===== src/verilog/rar_defs.svh =====
// Constants for the refresh and display bus arbiter.
// Assumes inclusion by bare name from the arbiter's package or module.
`ifndef RAR_DEFS_SVH
`define RAR_DEFS_SVH

// Inactive level of every active-low control output
`define RAR_NEG 1'h1
// Active level of every active-low control output
`define RAR_ASSERT 1'h0
// Refresh address pattern on bits 19, 18, 17
`define RAR_A19_VAL 1'h0
`define RAR_A18_VAL 1'h1
`define RAR_A17_VAL 1'h1
// Refresh request lines all high means terminal count
`define RAR_REF_TC 3'h7
// Depth of input synchronisers
`define RAR_SYNC_DEPTH 2

`endif


===== src/verilog/rar_pkg.sv =====
// Types shared by the refresh and display bus arbiter.
// Assumes rar_defs.svh is on the include path.
package rar_pkg;
   `include "rar_defs.svh"

   // Refresh timer request lines, all high at terminal count
   typedef struct packed {
      logic req_c;
      logic req_b;
      logic req_a;
   } rar_ref_t;

   // Registered arbiter outputs, all active low
   typedef struct packed {
      logic bus_req_n;
      logic rfas_n;
      logic rfae_n;
      logic crtg_n;
   } rar_ctl_t;
endpackage


===== src/verilog/rar_arbiter.sv =====
// Refresh and display controller bus arbiter with refresh address drive.
// Assumes one 250 MHz clock; all pin inputs except RST_N are synchronised here.
// Functional notes
// - Refresh timer clock follows timing clock until terminal count.
// - Refresh request only when all three request lines are high.
// - From idle, refresh with grant inactive raises bus request.
// - From idle, display request with grant inactive raises bus request.
// - Bus request held; service waits for processor grant.
// - Grant, strobe negated, refresh pending: assert refresh address enable.
// - Address enable with grant then asserts refresh address strobe.
// - Refresh lasts two clocks, then everything returns idle.
// - Address bits 19,18,17 driven 0,1,1 during address enable.
// - Grant, strobe negated, display request, no refresh: grant display.
// - Display grant held while display request and grant stay.
// - Display request withdrawn: drop grant, keep bus request.
`timescale 1ns/100ps
`default_nettype none
`include "rar_defs.svh"

module rar_arbiter
(
   input wire logic REF_CLK,
   input wire logic RST_N,
   input wire logic TIMER_CLK,
   input wire rar_pkg::rar_ref_t REF_REQ,
   input wire logic CPU_ADDR_STROBE_N,
   input wire logic CPU_BUS_GRANT_N,
   input wire logic VIDEO_REQ_N,
   output logic CPU_BUS_REQ_N,
   output logic REFRESH_STROBE_N,
   output logic REFRESH_ENABLE_N,
   output logic VIDEO_GRANT_N,
   output logic REFRESH_TIMER_CLK,
   output logic ADDR19_O,
   output logic ADDR18_O,
   output logic ADDR17_O,
   output logic ADDR19_DRIVE_ENABLE,
   output logic ADDR18_DRIVE_ENABLE,
   output logic ADDR17_DRIVE_ENABLE,
   output logic VIDEO_GRANT_DRIVE_ENABLE
);
   import rar_pkg::*;

   // Pins from other clock domains: two flops before any use
   // Three edges of lag are harmless; the timing clock is far slower
   logic [6:0] sync1_ff;
   logic [6:0] sync2_ff;
   rar_ctl_t ctl_ff;
   rar_ctl_t nxt_ctl;
   logic tclk_ff;

   wire logic [6:0] pins = {TIMER_CLK, REF_REQ, CPU_ADDR_STROBE_N,
                            CPU_BUS_GRANT_N, VIDEO_REQ_N};

   always_ff @(posedge REF_CLK)
   begin
      sync1_ff <= pins;
      sync2_ff <= sync1_ff;
   end

   wire logic s_tclk = sync2_ff[6];
   wire logic [2:0] s_ref = sync2_ff[5:3];
   wire logic as_n = sync2_ff[2];
   wire logic bg_n = sync2_ff[1];
   wire logic vrq_n = sync2_ff[0];

   // terminal count on all three lines
   wire logic ref_pend = (s_ref == `RAR_REF_TC);

   wire logic br_n = ctl_ff.bus_req_n;
   wire logic rfas_n = ctl_ff.rfas_n;
   wire logic rfae_n = ctl_ff.rfae_n;
   wire logic crtg_n = ctl_ff.crtg_n;
   wire logic idle = rfae_n & rfas_n & crtg_n;

   wire logic rfae_start = rfas_n & ~br_n & crtg_n & ~bg_n & as_n
                           & ref_pend;
   wire logic rfae_hold = ~rfae_n & rfas_n & ~br_n & crtg_n & ~bg_n;

   wire logic br_ref = idle & br_n & bg_n & ref_pend;
   wire logic br_vid = idle & br_n & bg_n & ~vrq_n;
   wire logic br_wait = idle & ~br_n;
   wire logic br_refr = rfas_n & ~br_n & crtg_n & ~bg_n;
   wire logic br_disp = rfae_n & rfas_n & ~br_n & ~bg_n & as_n & ~vrq_n;
   wire logic br_pref = rfae_n & rfas_n & ~br_n & ~bg_n & as_n & ref_pend;
   wire logic br_after = rfae_n & rfas_n & ~br_n & ~crtg_n & ~bg_n;

   // display wins only without a pending refresh
   wire logic crtg_start = idle & ~br_n & ~bg_n & as_n & ~vrq_n
                           & ~ref_pend;
   wire logic crtg_hold = rfae_n & rfas_n & ~br_n & ~crtg_n & ~bg_n
                          & as_n & ~vrq_n;

   // Terms name the asserted level; the register stores the inverse
   always_comb
   begin
      nxt_ctl.rfae_n = ~(rfae_start | rfae_hold);
      nxt_ctl.rfas_n = ~rfae_hold;
      nxt_ctl.bus_req_n = ~(br_ref | br_vid | br_wait | br_refr | br_disp
                           | br_pref | br_after);
      nxt_ctl.crtg_n = ~(crtg_start | crtg_hold);
   end

   always_ff @(posedge REF_CLK)
   begin
      if (!RST_N)
      begin
         ctl_ff <= {4{`RAR_NEG}};
         tclk_ff <= `RAR_ASSERT;
      end
      else
      begin
         ctl_ff <= nxt_ctl;
         // timer clock stops at terminal count
         tclk_ff <= s_tclk & ~ref_pend;
      end
   end

   assign CPU_BUS_REQ_N = br_n;
   assign REFRESH_STROBE_N = rfas_n;
   assign REFRESH_ENABLE_N = rfae_n;
   assign VIDEO_GRANT_N = crtg_n;
   assign REFRESH_TIMER_CLK = tclk_ff;

   // refresh address only while enable is low
   assign ADDR19_O = `RAR_A19_VAL;
   assign ADDR18_O = `RAR_A18_VAL;
   assign ADDR17_O = `RAR_A17_VAL;
   assign ADDR19_DRIVE_ENABLE = ~rfae_n;
   assign ADDR18_DRIVE_ENABLE = ~rfae_n;
   assign ADDR17_DRIVE_ENABLE = ~rfae_n;
   // Display grant pin is always driven
   assign VIDEO_GRANT_DRIVE_ENABLE = 1'h1;

   // Helper: previous-cycle snapshot for assertions
   // Lets a check name the cause one clock back
   logic chk_ref_ff;
   logic chk_vrq_ff;
   logic chk_bg_ff;
   logic chk_as_ff;
   always_ff @(posedge REF_CLK)
   begin
      chk_ref_ff <= ref_pend;
      chk_vrq_ff <= vrq_n;
      chk_bg_ff <= bg_n;
      chk_as_ff <= as_n;
   end

   reset_idle_a: assert property (
      @(posedge REF_CLK) !RST_N |=> ctl_ff == {4{`RAR_NEG}})
      else $error("outputs not idle after reset");
   timer_clk_a: assert property (
      @(posedge REF_CLK) disable iff (!RST_N)
      ref_pend |=> !REFRESH_TIMER_CLK)
      else $error("timer clock ran at terminal count");
   ref_req_a: assert property (
      @(posedge REF_CLK) disable iff (!RST_N)
      idle && br_n && bg_n && ref_pend |=> !CPU_BUS_REQ_N)
      else $error("refresh did not request bus");
   vid_req_a: assert property (
      @(posedge REF_CLK) disable iff (!RST_N)
      idle && br_n && bg_n && !vrq_n |=> !CPU_BUS_REQ_N)
      else $error("display did not request bus");
   wait_grant_a: assert property (
      @(posedge REF_CLK) disable iff (!RST_N)
      idle && !br_n && bg_n |=> !CPU_BUS_REQ_N && idle)
      else $error("service started without grant");
   ref_seq_a: assert property (
      @(posedge REF_CLK) disable iff (!RST_N)
      $fell(REFRESH_ENABLE_N) && rfas_n && !bg_n
      |=> !REFRESH_ENABLE_N && !REFRESH_STROBE_N && !CPU_BUS_REQ_N
      ##1 REFRESH_ENABLE_N && REFRESH_STROBE_N && CPU_BUS_REQ_N
          && VIDEO_GRANT_N)
      else $error("refresh cycle length wrong");
   ref_start_a: assert property (
      @(posedge REF_CLK) disable iff (!RST_N)
      idle && !br_n && !bg_n && as_n && ref_pend
      |=> !REFRESH_ENABLE_N && REFRESH_STROBE_N && !CPU_BUS_REQ_N)
      else $error("refresh enable not asserted");
   addr_drive_a: assert property (
      @(posedge REF_CLK) disable iff (!RST_N)
      ADDR19_DRIVE_ENABLE == !REFRESH_ENABLE_N
      && ADDR17_DRIVE_ENABLE == ADDR18_DRIVE_ENABLE
      && ADDR19_DRIVE_ENABLE == ADDR18_DRIVE_ENABLE
      && {ADDR19_O, ADDR18_O, ADDR17_O} == 3'h3)
      else $error("address drive mismatch");
   vid_grant_a: assert property (
      @(posedge REF_CLK) disable iff (!RST_N)
      idle && !br_n && !bg_n && as_n && !vrq_n && !ref_pend
      |=> !VIDEO_GRANT_N && REFRESH_ENABLE_N)
      else $error("display grant not given");
   vid_release_a: assert property (
      @(posedge REF_CLK) disable iff (!RST_N)
      !crtg_n && vrq_n && !bg_n |=> VIDEO_GRANT_N && !CPU_BUS_REQ_N)
      else $error("display release wrong");

   ref_strobe_a: assert property (
      @(posedge REF_CLK) disable iff (!RST_N)
      !rfae_n && rfas_n && !br_n && crtg_n && !bg_n
      |=> !REFRESH_STROBE_N && !REFRESH_ENABLE_N)
      else $error("refresh strobe not asserted");
   vid_hold_a: assert property (
      @(posedge REF_CLK) disable iff (!RST_N)
      !crtg_n && !br_n && !bg_n && as_n && !vrq_n
      |=> !VIDEO_GRANT_N && !CPU_BUS_REQ_N)
      else $error("display grant dropped early");
   timer_follow_a: assert property (
      @(posedge REF_CLK) disable iff (!RST_N)
      !ref_pend |=> REFRESH_TIMER_CLK == $past(s_tclk))
      else $error("timer clock did not follow");

   // Causes below are read from the snapshots of the previous edge
   ref_only_tc_a: assert property (
      @(posedge REF_CLK) disable iff (!RST_N)
      $fell(REFRESH_ENABLE_N) |-> chk_ref_ff)
      else $error("refresh started without terminal count");
   svc_grant_a: assert property (
      @(posedge REF_CLK) disable iff (!RST_N)
      ($fell(REFRESH_ENABLE_N) || $fell(VIDEO_GRANT_N))
      |-> !chk_bg_ff && chk_as_ff)
      else $error("service began without bus grant");
   vid_no_ref_a: assert property (
      @(posedge REF_CLK) disable iff (!RST_N)
      $fell(VIDEO_GRANT_N) |-> !chk_vrq_ff && !chk_ref_ff)
      else $error("display granted while refresh pending");
endmodule
`default_nettype wire


===== config.mk =====
export PLATFORM = sky130hd
export DESIGN_NAME = rar_arbiter
export DESIGN_NICKNAME = d
export VERILOG_FILES = /design/src/verilog/rar_pkg.sv /design/src/verilog/rar_arbiter.sv
export VERILOG_INCLUDE_DIRS = /design/src /design/src/verilog
export SDC_FILE = /design/constraint.sdc
export NUM_CORES = 1
export LEC_CHECK = 0
export BUFFER_PORTS_ARGS = -buffer_cell sky130_fd_sc_hd__buf_2
export CORE_MARGIN = 4
export CORE_UTILIZATION = 39
export CTS_CLUSTER_SIZE = 20
export DETAILED_ROUTE_END_ITERATION = 12
export PLACE_DENSITY = 0.73
export REMOVE_ABC_BUFFERS = 1
export SYNTH_ARGS = -nofsm -noshare
export SYNTH_HDL_FRONTEND = slang
export SYNTH_SLANG_ARGS = --single-unit
export TNS_END_PERCENT = 100

===== constraint.sdc =====
create_clock -name REF_CLK -period 1.5 [get_ports REF_CLK]
set_input_delay 0.15 -clock REF_CLK [delete_from_list [all_inputs] [get_ports REF_CLK]]
set_output_delay 0.15 -clock REF_CLK [all_outputs]
set_load 0.02 [all_outputs]

==> results of run 1 <==
-- registers in the layout, indices dropped and copies added, names as in the netlist --
name and count:
VIDEO_GRANT_N 1, CPU_BUS_REQ_N 1, REFRESH_TIMER_CLK 1, sync1_ff 7, sync2_ff 7, REFRESH_STROBE_N 1
REFRESH_ENABLE_N 1
-- worst register-to-register path: cells and delay by family, from the launching register on --
family                     cells  cell delay [ns]
and+or+nand+nor                1             0.17
adders and majority gates      1             0.31
DFF                            1             0.41
buffers and inverters          1             0.09
AOI/OAI and AO/OA              1             0.07
-- power groups by stage --
stage | registers [µW] | logic, µW | clock network [µW]
detailed placement | 549 | 41.9 | 0
CTS | 537 | 55.7 | 247
global placement | 549 | 40.9 | 0
global route | 541 | 61.3 | 276
floorplan | 552 | 20.6 | 0
finish | 537 | 55.7 | 235
-- placed cells by master, fill, tap and decap left out --
| cell type | netlist | final |
|---|---|---|
| and3_1 | 1 | 1 |
| o21ai_0 | 2 | 2 |
| dfxtp_1 | 19 | 19 |
| nand3_1 | 3 | 3 |
| maj3_2 | 1 | 1 |
| dlygate4sd3_1 | 0 | 7 |
| nor3b_1 | 1 | 1 |
| and4bb_2 | 1 | 1 |
| inv_1 | 2 | 2 |
| a21oi_1 | 1 | 1 |
| clkbuf_4 | 0 | 3 |
| buf_2 | 0 | 16 |
| clkbuf_1 | 0 | 1 |
| nor3b_2 | 1 | 1 |
| inv_2 | 1 | 1 |
| and4b_2 | 1 | 1 |
| conb_1 | 2 | 4 |
| nand2_1 | 1 | 1 |
| a211oi_1 | 1 | 1 |
| o21ai_1 | 1 | 1 |
-- per-stage QoR --
stage | instance area [µm²] | hold WS, ns
after floorplan | 514 | 0.178
after global placement | 613 | 0.252
after detailed placement | 613 | 0.254
after CTS | 709 | 0.0464
after global routing | 709 | 0.0354
final | 709 | 0.0537
-- how the worst max path moves through the flow --
stage	startpoint	endpoint	slack, ns
global route	VIDEO_GRANT_N	CPU_BUS_REQ_N	0.25
finish	VIDEO_GRANT_N	CPU_BUS_REQ_N	0.34
floorplan	REFRESH_ENABLE_N	CPU_BUS_REQ_N	0.14
global placement	REFRESH_ENABLE_N	CPU_BUS_REQ_N	0.41
CTS	REFRESH_ENABLE_N	CPU_BUS_REQ_N	0.33
detailed placement	REFRESH_ENABLE_N	CPU_BUS_REQ_N	0.35
-- area by class of cell --
class                   count  share of cell area
flip-flops and latches     19               0.536
repair buffers             23               0.212
multi-input cells          19               0.173
clock buffers               4              0.0370
well taps                  15              0.0265
inverters                   3              0.0159
-- cells in the mapped netlist --
library cell and count:
inv_1 2, a21oi_1 1, and3_1 1, inv_2 1
nand2_1 1, o21ai_0 2, dfxtp_1 19, nor3b_2 1
o21ai_1 1, nor3b_1 1, conb_1 2, and4bb_2 1
and4b_2 1, maj3_2 1, a211oi_1 1, buf_4 6
nand3_1 3
-- metal layers --
layer,wire length (µm),part of all wire,GRT usage,up-vias
met1,310,0.39,0.117,146
met5,0,0,0,-
met3,118,0.15,0.0593,0
li1,-,-,-,183
met4,0,0,0.0351,0
met2,370,0.46,0.150,19
-- timing repair --
item / in CTS / in global routing
setup endpoints to repair: 0 / 0
resized for setup: 0 / 0
hold buffers: 7 / 0
hold endpoints to repair: 7 / 0
-- cell families after synthesis --
kind of cell             after synthesis  share of synthesized area
AO/OA/AOI/OAI                          5                     0.0499
adder cells (fa/ha/maj)                1                     0.0204
buffers and inverters                  9                      0.102
other                                  2                     0.0136
AND/OR/NAND/NOR                        9                      0.125
flip-flops                            19                      0.689
==> results.md, run 1 <==
* CTS tree: done
* Vias in the first global route at roughly 330
* Crit path max-delay family: flip-flops
* Startpoint Class: register
* Sequential share of power at 0.649
* Clock Skews at 0.00982 ns
* Unrepaired setup endpoints after global routing: false
* Clock Sinks at 19
* FF-to-FF path depth at 4
* Placed cell count at 72
* Skew-Pair Late Insertion Delay at 0.28 ns
* FF+latch count, synth at 19
* H-tree levels at 1
* Drt total wl at between 700 and 800 µm
* CP Max Fanout at 5
* I/O pin count at 21
* Leak pwr at 0.000343 µW
* Min-Delay Startpoint: RST_N
* Post-synthesis cell count at 45
* Routability Congestion at between 0.7 and 0.8
* WHS Endpoint: CPU_BUS_REQ_N
* Crit Path Category: register to register
* Pwr Density at 1170 nW/µm²
* Ys Warns at 0
* FMAX at approximately 870 MHz
* Switching Fraction at 0.201
* Finished Layout Cells at 83
* Critical Path Stages at 4
* CTS Root Buffer Type: clkbuf_4
* DR DRC count at 0
* First-pass GRT wire length at between 1 and 1.5 mm
* Worst R2R Start: VIDEO_GRANT_N
* Antenna diode count at 0
* Max clock buf depth at 2
* Wirelength per Cell at approximately 9.6 µm
* Clock buffer count from CTS at 3
* Worst R2R Setup Slack at between 0.3 and 0.4 ns
* Total track usage at 0.100
* Total power at about 830 µW
* Status: finished, final reports clean
* Core area at about 1300 µm²
* Remaining Overflow, GRT at 0
* Finished Core Util at 0.538
* Area Growth Syn to Fin at 28.6%
* Port Buf Inserts at 16
* Proportion of layout cells with a drive suffix above 1 at 0.353
* Sequential cell area at approximately 380 µm²
* Max-slew violations at 0
* Reg2reg end: CPU_BUS_REQ_N
* Rows at 13
* Clock power frac at 0.284
* Drt pass-1 iters at 2
* Crit-path slowest cell: dfxtp_1
* Die Span X at about 46 µm
* Antenna violations before repair at 0
* Worst Setup End Kind: register
* Filler instances at between 100 and 150
* WP buf/inv at 1
* Multi-input logic area at 123 µm²
* Setup violators final at 0
* Hold Vio Cnt, Final at 0
* Largest stage delay on the critical path at 0.41 ns
* Synth unique cells at 17
* Initial DRC Count at 3
* Tmin final at 1.16 ns
* Mapped Area at between 500 and 600 µm²
* Largest area contributor in the netlist: dfxtp_1
* Largest net degree at the start of global routing at 11
* Die area at between 2000 and 2500 µm²
* Share of the synthesized area in the top cell type at 0.689
* CP Cell Sequence: inv_1 -> maj3_2 -> nor3b_2 -> o21ai_1
* Routed Antenna Nets at 0
* Starting Density at 0.419
* Nets at 78
* Crit share post-route at 0.770
* Setup slack after layout at 0.345 ns
* Hold/Removal Path Class: primary input to register
* Avg Cell Area, Syn at 12.3 µm²
* Detailed placer's ending HPWL at roughly 600 µm
* Setup TNS at 0 ns
* Drt via density at between 4 and 5
* Crit path DAT at approximately 1.3 ns
* DR vias at about 350
* Top cells by area, synth: dfxtp_1, buf_4, nand3_1, and4bb_2, nor3b_2
* Power share of the combinational group at 0.067
* Net switching power at about 170 µW
* Place WS at approximately 0.35 ns
* Seq/Total Area, Yosys at 0.689
* CTS clock-pin slew for the worst setup and hold paths at around 0.10 ns
* Worst EP required at about 1.7 ns
* MaxCap Viol Count at 0
* Int Pwr at roughly 660 µW
* Hold Crit Depth at 2
* Max IR drop VDD at between 0.5 and 0.6 mV
* Postcts setup bufs at 0
* Die Y at approximately 46 µm
No activity file was read; power rests on OpenSTA's default activity.
==> inputs of run 2 (changes only) <==
--- a/config.mk
+++ b/config.mk
@@ -6,12 +6,13 @@
 export SDC_FILE = /design/constraint.sdc
 export NUM_CORES = 1
 export LEC_CHECK = 0
+export ABC_AREA = 1
 export BUFFER_PORTS_ARGS = -buffer_cell sky130_fd_sc_hd__buf_2
 export CORE_MARGIN = 4
 export CORE_UTILIZATION = 39
 export CTS_CLUSTER_SIZE = 20
 export DETAILED_ROUTE_END_ITERATION = 12
-export PLACE_DENSITY = 0.73
+export PLACE_DENSITY = 0.72
 export REMOVE_ABC_BUFFERS = 1
 export SYNTH_ARGS = -nofsm -noshare
 export SYNTH_HDL_FRONTEND = slang
==> constraint.sdc (replaced) <==
create_clock -name REF_CLK -period 1.12 [get_ports REF_CLK]
set_input_delay 0.112 -clock REF_CLK [delete_from_list [all_inputs] [get_ports REF_CLK]]
set_output_delay 0.112 -clock REF_CLK [all_outputs]
set_load 0.02 [all_outputs]
==> results.md, run 2 <==
* Status: finished, final reports clean (unchanged)
* Hold/Removal Path Class: register to register (was primary input to register)
* Biggest regs: sync1_ff (7), sync2_ff (7) (unchanged)
* WHS Endpoint: sync2_ff[1] (was CPU_BUS_REQ_N)
* Ys Warns at 0 (unchanged)
* Share of the synthesized area in the top cell type at 0.658 (was 0.689)
* Top cells by count, synth: dfxtp_1, nand2_1, buf_4, inv_1, nand3_1 (was dfxtp_1, buf_4, nand3_1)
* Initial DRC Count at 9 (was 3)
* Adder-cell share of the synthesized area at 0 (was 0.0204)
* Rows at 13 (unchanged)
* Vias in the first global route at 365 (was 326)
* Post-synthesis cell count at 59 (was 45)
* Hold Crit Depth at 0 (was 2)
* Min-Delay Startpoint: sync1_ff[1] (was RST_N)
* Clock Sinks at 19 (unchanged)
* CP Max Fanout at 5 (unchanged)
* FF+latch count, synth at 19 (unchanged)
* FMAX at 961 MHz
* CTS Root Buffer Type: clkbuf_4 (unchanged)
* Post-synthesis mux area share at 0 (unchanged)
* Worst R2R Setup Slack at 0.15 ns (was 0.34 ns)
* Die area at 2160 µm² (was 2080 µm²)
* Setup violators final at 0 (unchanged)
* Unrepaired setup endpoints after global routing: false (unchanged)
* Total track usage at 0.0952 (was 0.100)
* Max IR drop VDD at 1.03 mV (was 0.598 mV)
* Wirelength per Cell at 8.70 µm (was 9.61 µm)
* Remaining Overflow, GRT at 0 (unchanged)
* Pwr Density at 1550 nW/µm² (was 1170 nW/µm²)
* DR vias at 405 (was 348)
* Avg Cell Area, Syn at 9.80 µm² (was 12.3 µm²)
* Worst Setup End Kind: primary output (was register)
* DR DRC count at 0 (unchanged)
* Synth Area in Compound Gates at 0.0238 (was 0.0499)
* Max-slew violations at 0 (unchanged)
* Routability Congestion at 0.780 (about the same)
* Setup slack after layout at 0.0790 ns (was 0.345 ns)
* EDFF count, synth at 0 (unchanged)
* Nets at 93 (was 78)
* FF-to-FF path depth at 7 (was 4)
* Most common cell after layout, fill and taps aside: dfxtp_1 (unchanged)
* Tmin final at 1.04 ns
* Post-Synth Simple-Gate Area at 0.182 (was 0.125)
* Antenna diode count at 0 (unchanged)
* Top cells by area, synth: dfxtp_1, buf_4, nand2_1, inv_1, nand3_1 (was dfxtp_1, buf_4, nand3_1, and4bb_2, nor3b_2)
* Starting Density at 0.428 (was 0.419)
* Mapped Area at 578 µm² (was 552 µm²)
* Drt via density at 4.13 (was 4.19)
* Most frequent cells in the layout: dfxtp_1, buf_2, nand2_1 (was dfxtp_1, buf_2, dlygate4sd3_1)
* Die Span X at 46.5 µm (was 45.6 µm)
* Post-Synth XOR/XNOR Area at 0 (unchanged)
* Die Y at 46.5 µm (was 45.6 µm)
* Drt total wl at 853 µm (was 798 µm)
* Drt pass-1 iters at 4 (was 2)
* Leak pwr at 0.000385 µW (was 0.000343 µW)
* Worst R2R Start: REFRESH_ENABLE_N (was VIDEO_GRANT_N)
* Area Growth Syn to Fin at 29.7% (was 28.6%)
* Seq/Total Area, Yosys at 0.658 (was 0.689)
* Hold Vio Cnt, Final at 0 (unchanged)
* Clock buffer count from CTS at 3 (unchanged)
* Reg2reg end: CPU_BUS_REQ_N (unchanged)
* Hold WS at 0.337 ns (was 0.0537 ns)
* Crit share post-route at 0.929
* H-tree levels at 1 (unchanged)
* MaxCap Viol Count at 0 (unchanged)
* Detailed placer's ending HPWL at 623 µm (was 587 µm)
* Most used flip-flop cell after synthesis: dfxtp_1 (unchanged)
* Largest family of logic cells by synthesized area: simple AND/OR/NAND/NOR gates (unchanged)
* Setup TNS at 0 ns (unchanged)
* Largest net degree at the start of global routing at 13 (was 11)
* DP Area at 639 µm² (was 613 µm²)
* I/O pin count at 21 (unchanged)
* First-pass GRT wire length at 1.42 mm (was 1.44 mm)
* Largest area contributor in the netlist: dfxtp_1 (unchanged)
* Routed Antenna Nets at 0 (unchanged)
* Design area at 749 µm² (was 709 µm²)
* Place WS at 0.187 ns (was 0.348 ns)
* Most common cell in the synthesized netlist: dfxtp_1 (unchanged)
* Synth async-reset ratio at 0 (unchanged)
* Proportion of layout cells with a drive suffix above 1 at 0.289 (was 0.353)
* CTS clock-pin slew for the worst setup and hold paths at 0.10 ns (about the same)
* Antenna violations before repair at 0 (unchanged)
* Placed cell count at 86 (was 72)
* Clock Skews at 0.00292 ns (was 0.00982 ns)
* Port Buf Inserts at 16 (unchanged)
* Crit path DAT at 0.93 ns (was 1.34 ns)
* CTS tree: done (unchanged)
* Finished Layout Cells at 98 (was 83)
* Max clock buf depth at 2 (unchanged)
* Skew-Pair Late Insertion Delay at 0.29 ns (was 0.28 ns)
* Synth unique cells at 13 (was 17)
* Core area at 1350 µm² (was 1320 µm²)
* Startpoint Class: register (unchanged)
* Worst EP required at 1.01 ns (was 1.68 ns)
* Crit Path Category: register to primary output (was register to register)
==> run 2: changes by cell type after synthesis, moves of 2 or more <==
cell / delta
nand2_1: +11
inv_1: +4
nor2_2: +2
nor2_1: +3
==> run 2: critical path, cell delays in order (launching register included) <==
cell and delay [ns]:
dfxtp_1 0.39, inv_2 0.08, buf_2 0.16
==> run 2: cell type report <==
type	count	area, µm²
clock buffers	3	22.5
clock inverters	1	7.51
fillers	125	601
inverters	7	26.3
multi-input cells	29	134
flip-flops and latches	19	380
well taps	15	18.8
repair buffers	24	160
==> run 2: worst max path at each step <==
stage                                 from                  end  slack, ns
final                     REFRESH_ENABLE_N  ADDR17_DRIVE_ENABLE       0.08
after floorplan           REFRESH_ENABLE_N        CPU_BUS_REQ_N      -0.07
after global placement    REFRESH_ENABLE_N        CPU_BUS_REQ_N       0.21
after global routing      REFRESH_ENABLE_N  ADDR17_DRIVE_ENABLE      0.005
after CTS                 REFRESH_ENABLE_N  ADDR17_DRIVE_ENABLE       0.07
after detailed placement  REFRESH_ENABLE_N        CPU_BUS_REQ_N       0.19
==> run 2: logic make-up after synthesis <==
| family | after synthesis |
|---|---|
| AND/OR/NAND/NOR | 23 |
| flip-flops | 19 |
| AO/OA/AOI/OAI | 2 |
| buffers and inverters | 13 |
| other | 2 |
==> run 2: metal layers <==
metal	wire length [µm]	global-route usage
met1	318	0.100
met2	433	0.151
met3	100	0.0625
met4	0	0.0341
met5	0	0
==> run 2: stage by stage <==
step | total power [µW] | utilization
floorplan | 789 | -
global placement | 815 | 0.474
detailed placement | 818 | 0.474
CTS | 1180 | 0.555
global route | 1230 | 0.555
finish | 1160 | 0.555
==> run 2: report_power, final <==
part | internal [µW] | switching, µW
registers | 709 | 14.6
logic | 48.5 | 52.4
clock network | 136 | 204
==> run 2: what timing repair did <==
action | 4_1_cts | 5_1_grt
buffers inserted | 0 | 0
hold buffers | 8 | 0
hold endpoints to repair | 8 | 0
resized for setup | 0 | 0
==> inputs of run 3 (changes only) <==
--- a/config.mk
+++ b/config.mk
@@ -10,6 +10,7 @@
 export BUFFER_PORTS_ARGS = -buffer_cell sky130_fd_sc_hd__buf_2
 export CORE_MARGIN = 4
 export CORE_UTILIZATION = 39
+export CTS_BUF_LIST = sky130_fd_sc_hd__clkbuf_8
 export CTS_CLUSTER_SIZE = 20
 export DETAILED_ROUTE_END_ITERATION = 12
 export PLACE_DENSITY = 0.72
==> results.md, run 3 (synthesis gave the netlist of run 2 again) <==
* Largest net degree at the start of global routing at 13 (unchanged)
* Met3 WL at 105 µm (was 100 µm)
* Crit path max-delay family: flip-flops (unchanged)
* Vias in the first global route at 354 (was 365)
* FF-to-FF path depth at 7 (unchanged)
* Most common cell after layout, fill and taps aside: dfxtp_1 (unchanged)
* Unrepaired setup endpoints after global routing: false (unchanged)
* Hold/Removal Path Class: primary input to register (was register to register)
* Crit Path Category: register to primary output (unchanged)
* Hold Buf Count CTS at 7 (was 8)
* Nets at 92 (was 93)
* Startpoint Class: register (unchanged)
* Leak pwr at 0.000389 µW (was 0.000385 µW)
* Proportion of layout cells with a drive suffix above 1 at 0.293 (was 0.289)
* WP buf/inv at 2 (unchanged)
* Worst R2R Setup Slack at 0.15 ns (about the same)
* Die Y at 46.5 µm (unchanged)
* Routability Congestion at 0.780 (unchanged)
* Tmin final at 0.987 ns (was 1.04 ns)
* I/O pin count at 21 (unchanged)
* Clock Skews at 0.000848 ns (was 0.00292 ns)
* Initial DRC Count at 12 (was 9)
* Skew-Pair Late Insertion Delay at 0.25 ns (was 0.29 ns)
* H-tree levels at 1 (unchanged)
* Wirelength per Cell at 9.24 µm (was 8.70 µm)
* Most frequent cells in the layout: dfxtp_1, buf_2, nand2_1 (unchanged)
* Biggest regs: sync1_ff (7), sync2_ff (7) (unchanged)
* Clock Sinks at 19 (unchanged)
* Setup violators final at 0 (unchanged)
* Routed Antenna Nets at 0 (unchanged)
* Antenna diode count at 0 (unchanged)
* Antenna violations before repair at 0 (unchanged)
* Status: finished, final reports clean (unchanged)
* Crit path DAT at 0.87 ns (was 0.93 ns)
* Clock buffer count from CTS at 3 (unchanged)
* Postcts setup bufs at 0 (unchanged)
* Crit share post-route at 0.881 (was 0.929)
* Reg2reg end: CPU_BUS_REQ_N (unchanged)
* DR DRC count at 0 (unchanged)
* CP Cell Sequence: inv_2 -> buf_2 (unchanged)
* CTS resizes at 0 (unchanged)
* Finished Core Util at 0.562 (was 0.555)
* Crit-path slowest cell: dfxtp_1 (unchanged)
* CP Max Fanout at 5 (unchanged)
* Max IR drop VDD at 0.828 mV (was 1.03 mV)
* CTS Root Buffer Type: clkbuf_8 (was clkbuf_4)
* Hold Vio Cnt, Final at 0 (unchanged)
* DR vias at 408 (was 405)
* Total track usage at 0.101 (was 0.0952)
* CTS tree: done (unchanged)
* Die Span X at 46.5 µm (unchanged)
* Drt total wl at 896 µm (was 853 µm)
* Setup TNS at 0 ns (unchanged)
* First-pass GRT wire length at 1.46 mm (was 1.42 mm)
* Area Growth Syn to Fin at 31.2% (was 29.7%)
* Worst EP required at 1.01 ns (about the same)
* MaxCap Viol Count at 0 (unchanged)
* Hold Crit Depth at 2 (was 0)
* Max clock buf depth at 2 (unchanged)
* Pwr Density at 1700 nW/µm² (was 1550 nW/µm²)
* Worst R2R Start: REFRESH_ENABLE_N (unchanged)
* Starting Density at 0.428 (unchanged)
* DR top layer: met3 (unchanged)
* Core area at 1350 µm² (unchanged)
* Max-slew violations at 0 (unchanged)
* Drt via density at 4.21 (was 4.13)
* Remaining Overflow, GRT at 0 (unchanged)
* Port Buf Inserts at 16 (unchanged)
* Min-Delay Startpoint: RST_N (was sync1_ff[1])
* Rows at 13 (unchanged)
* Hold WS at 0.0500 ns (was 0.337 ns)
* Largest stage delay on the critical path at 0.38 ns (was 0.39 ns)
* Routed length on met1 at 324 µm (was 318 µm)
* Met2 wire len at 466 µm (was 433 µm)
* FMAX at 1010 MHz (was 961 MHz)
* Detailed placer's ending HPWL at 623 µm (unchanged)
* Die area at 2160 µm² (unchanged)
* WHS Endpoint: CPU_BUS_REQ_N (was sync2_ff[1])
* Drt pass-1 iters at 4 (unchanged)
* CTS clock-pin slew for the worst setup and hold paths at 0.07 ns (was 0.10 ns)
* Worst Setup End Kind: primary output (unchanged)
==> run 3: cell types whose count changed in the layout (fill, tap and decap cells not counted) <==
cell and delta:
clkbuf_8 +3, dlygate4sd3_1 -1, clkbuf_4 -3
==> run 3: worst max path at each step <==
stage                          start                  end  cells after the start
finish              REFRESH_ENABLE_N  ADDR17_DRIVE_ENABLE                      2
global route        REFRESH_ENABLE_N        CPU_BUS_REQ_N                      7
CTS                 REFRESH_ENABLE_N  ADDR17_DRIVE_ENABLE                      2
detailed placement  REFRESH_ENABLE_N        CPU_BUS_REQ_N                      7
global placement    REFRESH_ENABLE_N        CPU_BUS_REQ_N                      7
floorplan           REFRESH_ENABLE_N        CPU_BUS_REQ_N                      7
==> run 3: final cells by class <==
type                    count  area [µm²]
fillers                   124         592
flip-flops and latches     19         380
repair buffers             23         150
multi-input cells          29         134
clock buffers               3        41.3
inverters                   7        26.3
well taps                  15        18.8
clock inverters             1        7.51
==> run 3: power breakdown <==
group	internal [µW]	total, µW	switching (µW)
logic	46.2	98.7	52.5
registers	709	724	14.6
clock network	250	469	218
==> run 3: worst reg2reg max path: cells and delay by family, from the launching register on <==
kind	cells	cell delay (ns)
and+or+nand+nor	6	0.42
DFF	1	0.38
buffers and inverters	1	0.08
==> run 3: stage by stage <==
step                cell area [µm²]  std cells  total power (µW)  worst slack, ns
global route                    758         97              1360           0.0668
global placement                639         86               815            0.212
floorplan                       541         55               789          -0.0708
CTS                             758         97              1300            0.125
detailed placement              639         86               818            0.187
finish                          758         97              1290            0.133
==> run 3: routing by layer <==
metal  vias to the layer above  global-route usage
met5                         -                   0
met4                         0              0.0511
met3                         0              0.0586
met2                        20               0.159
met1                       173               0.105
li1                        215                   -
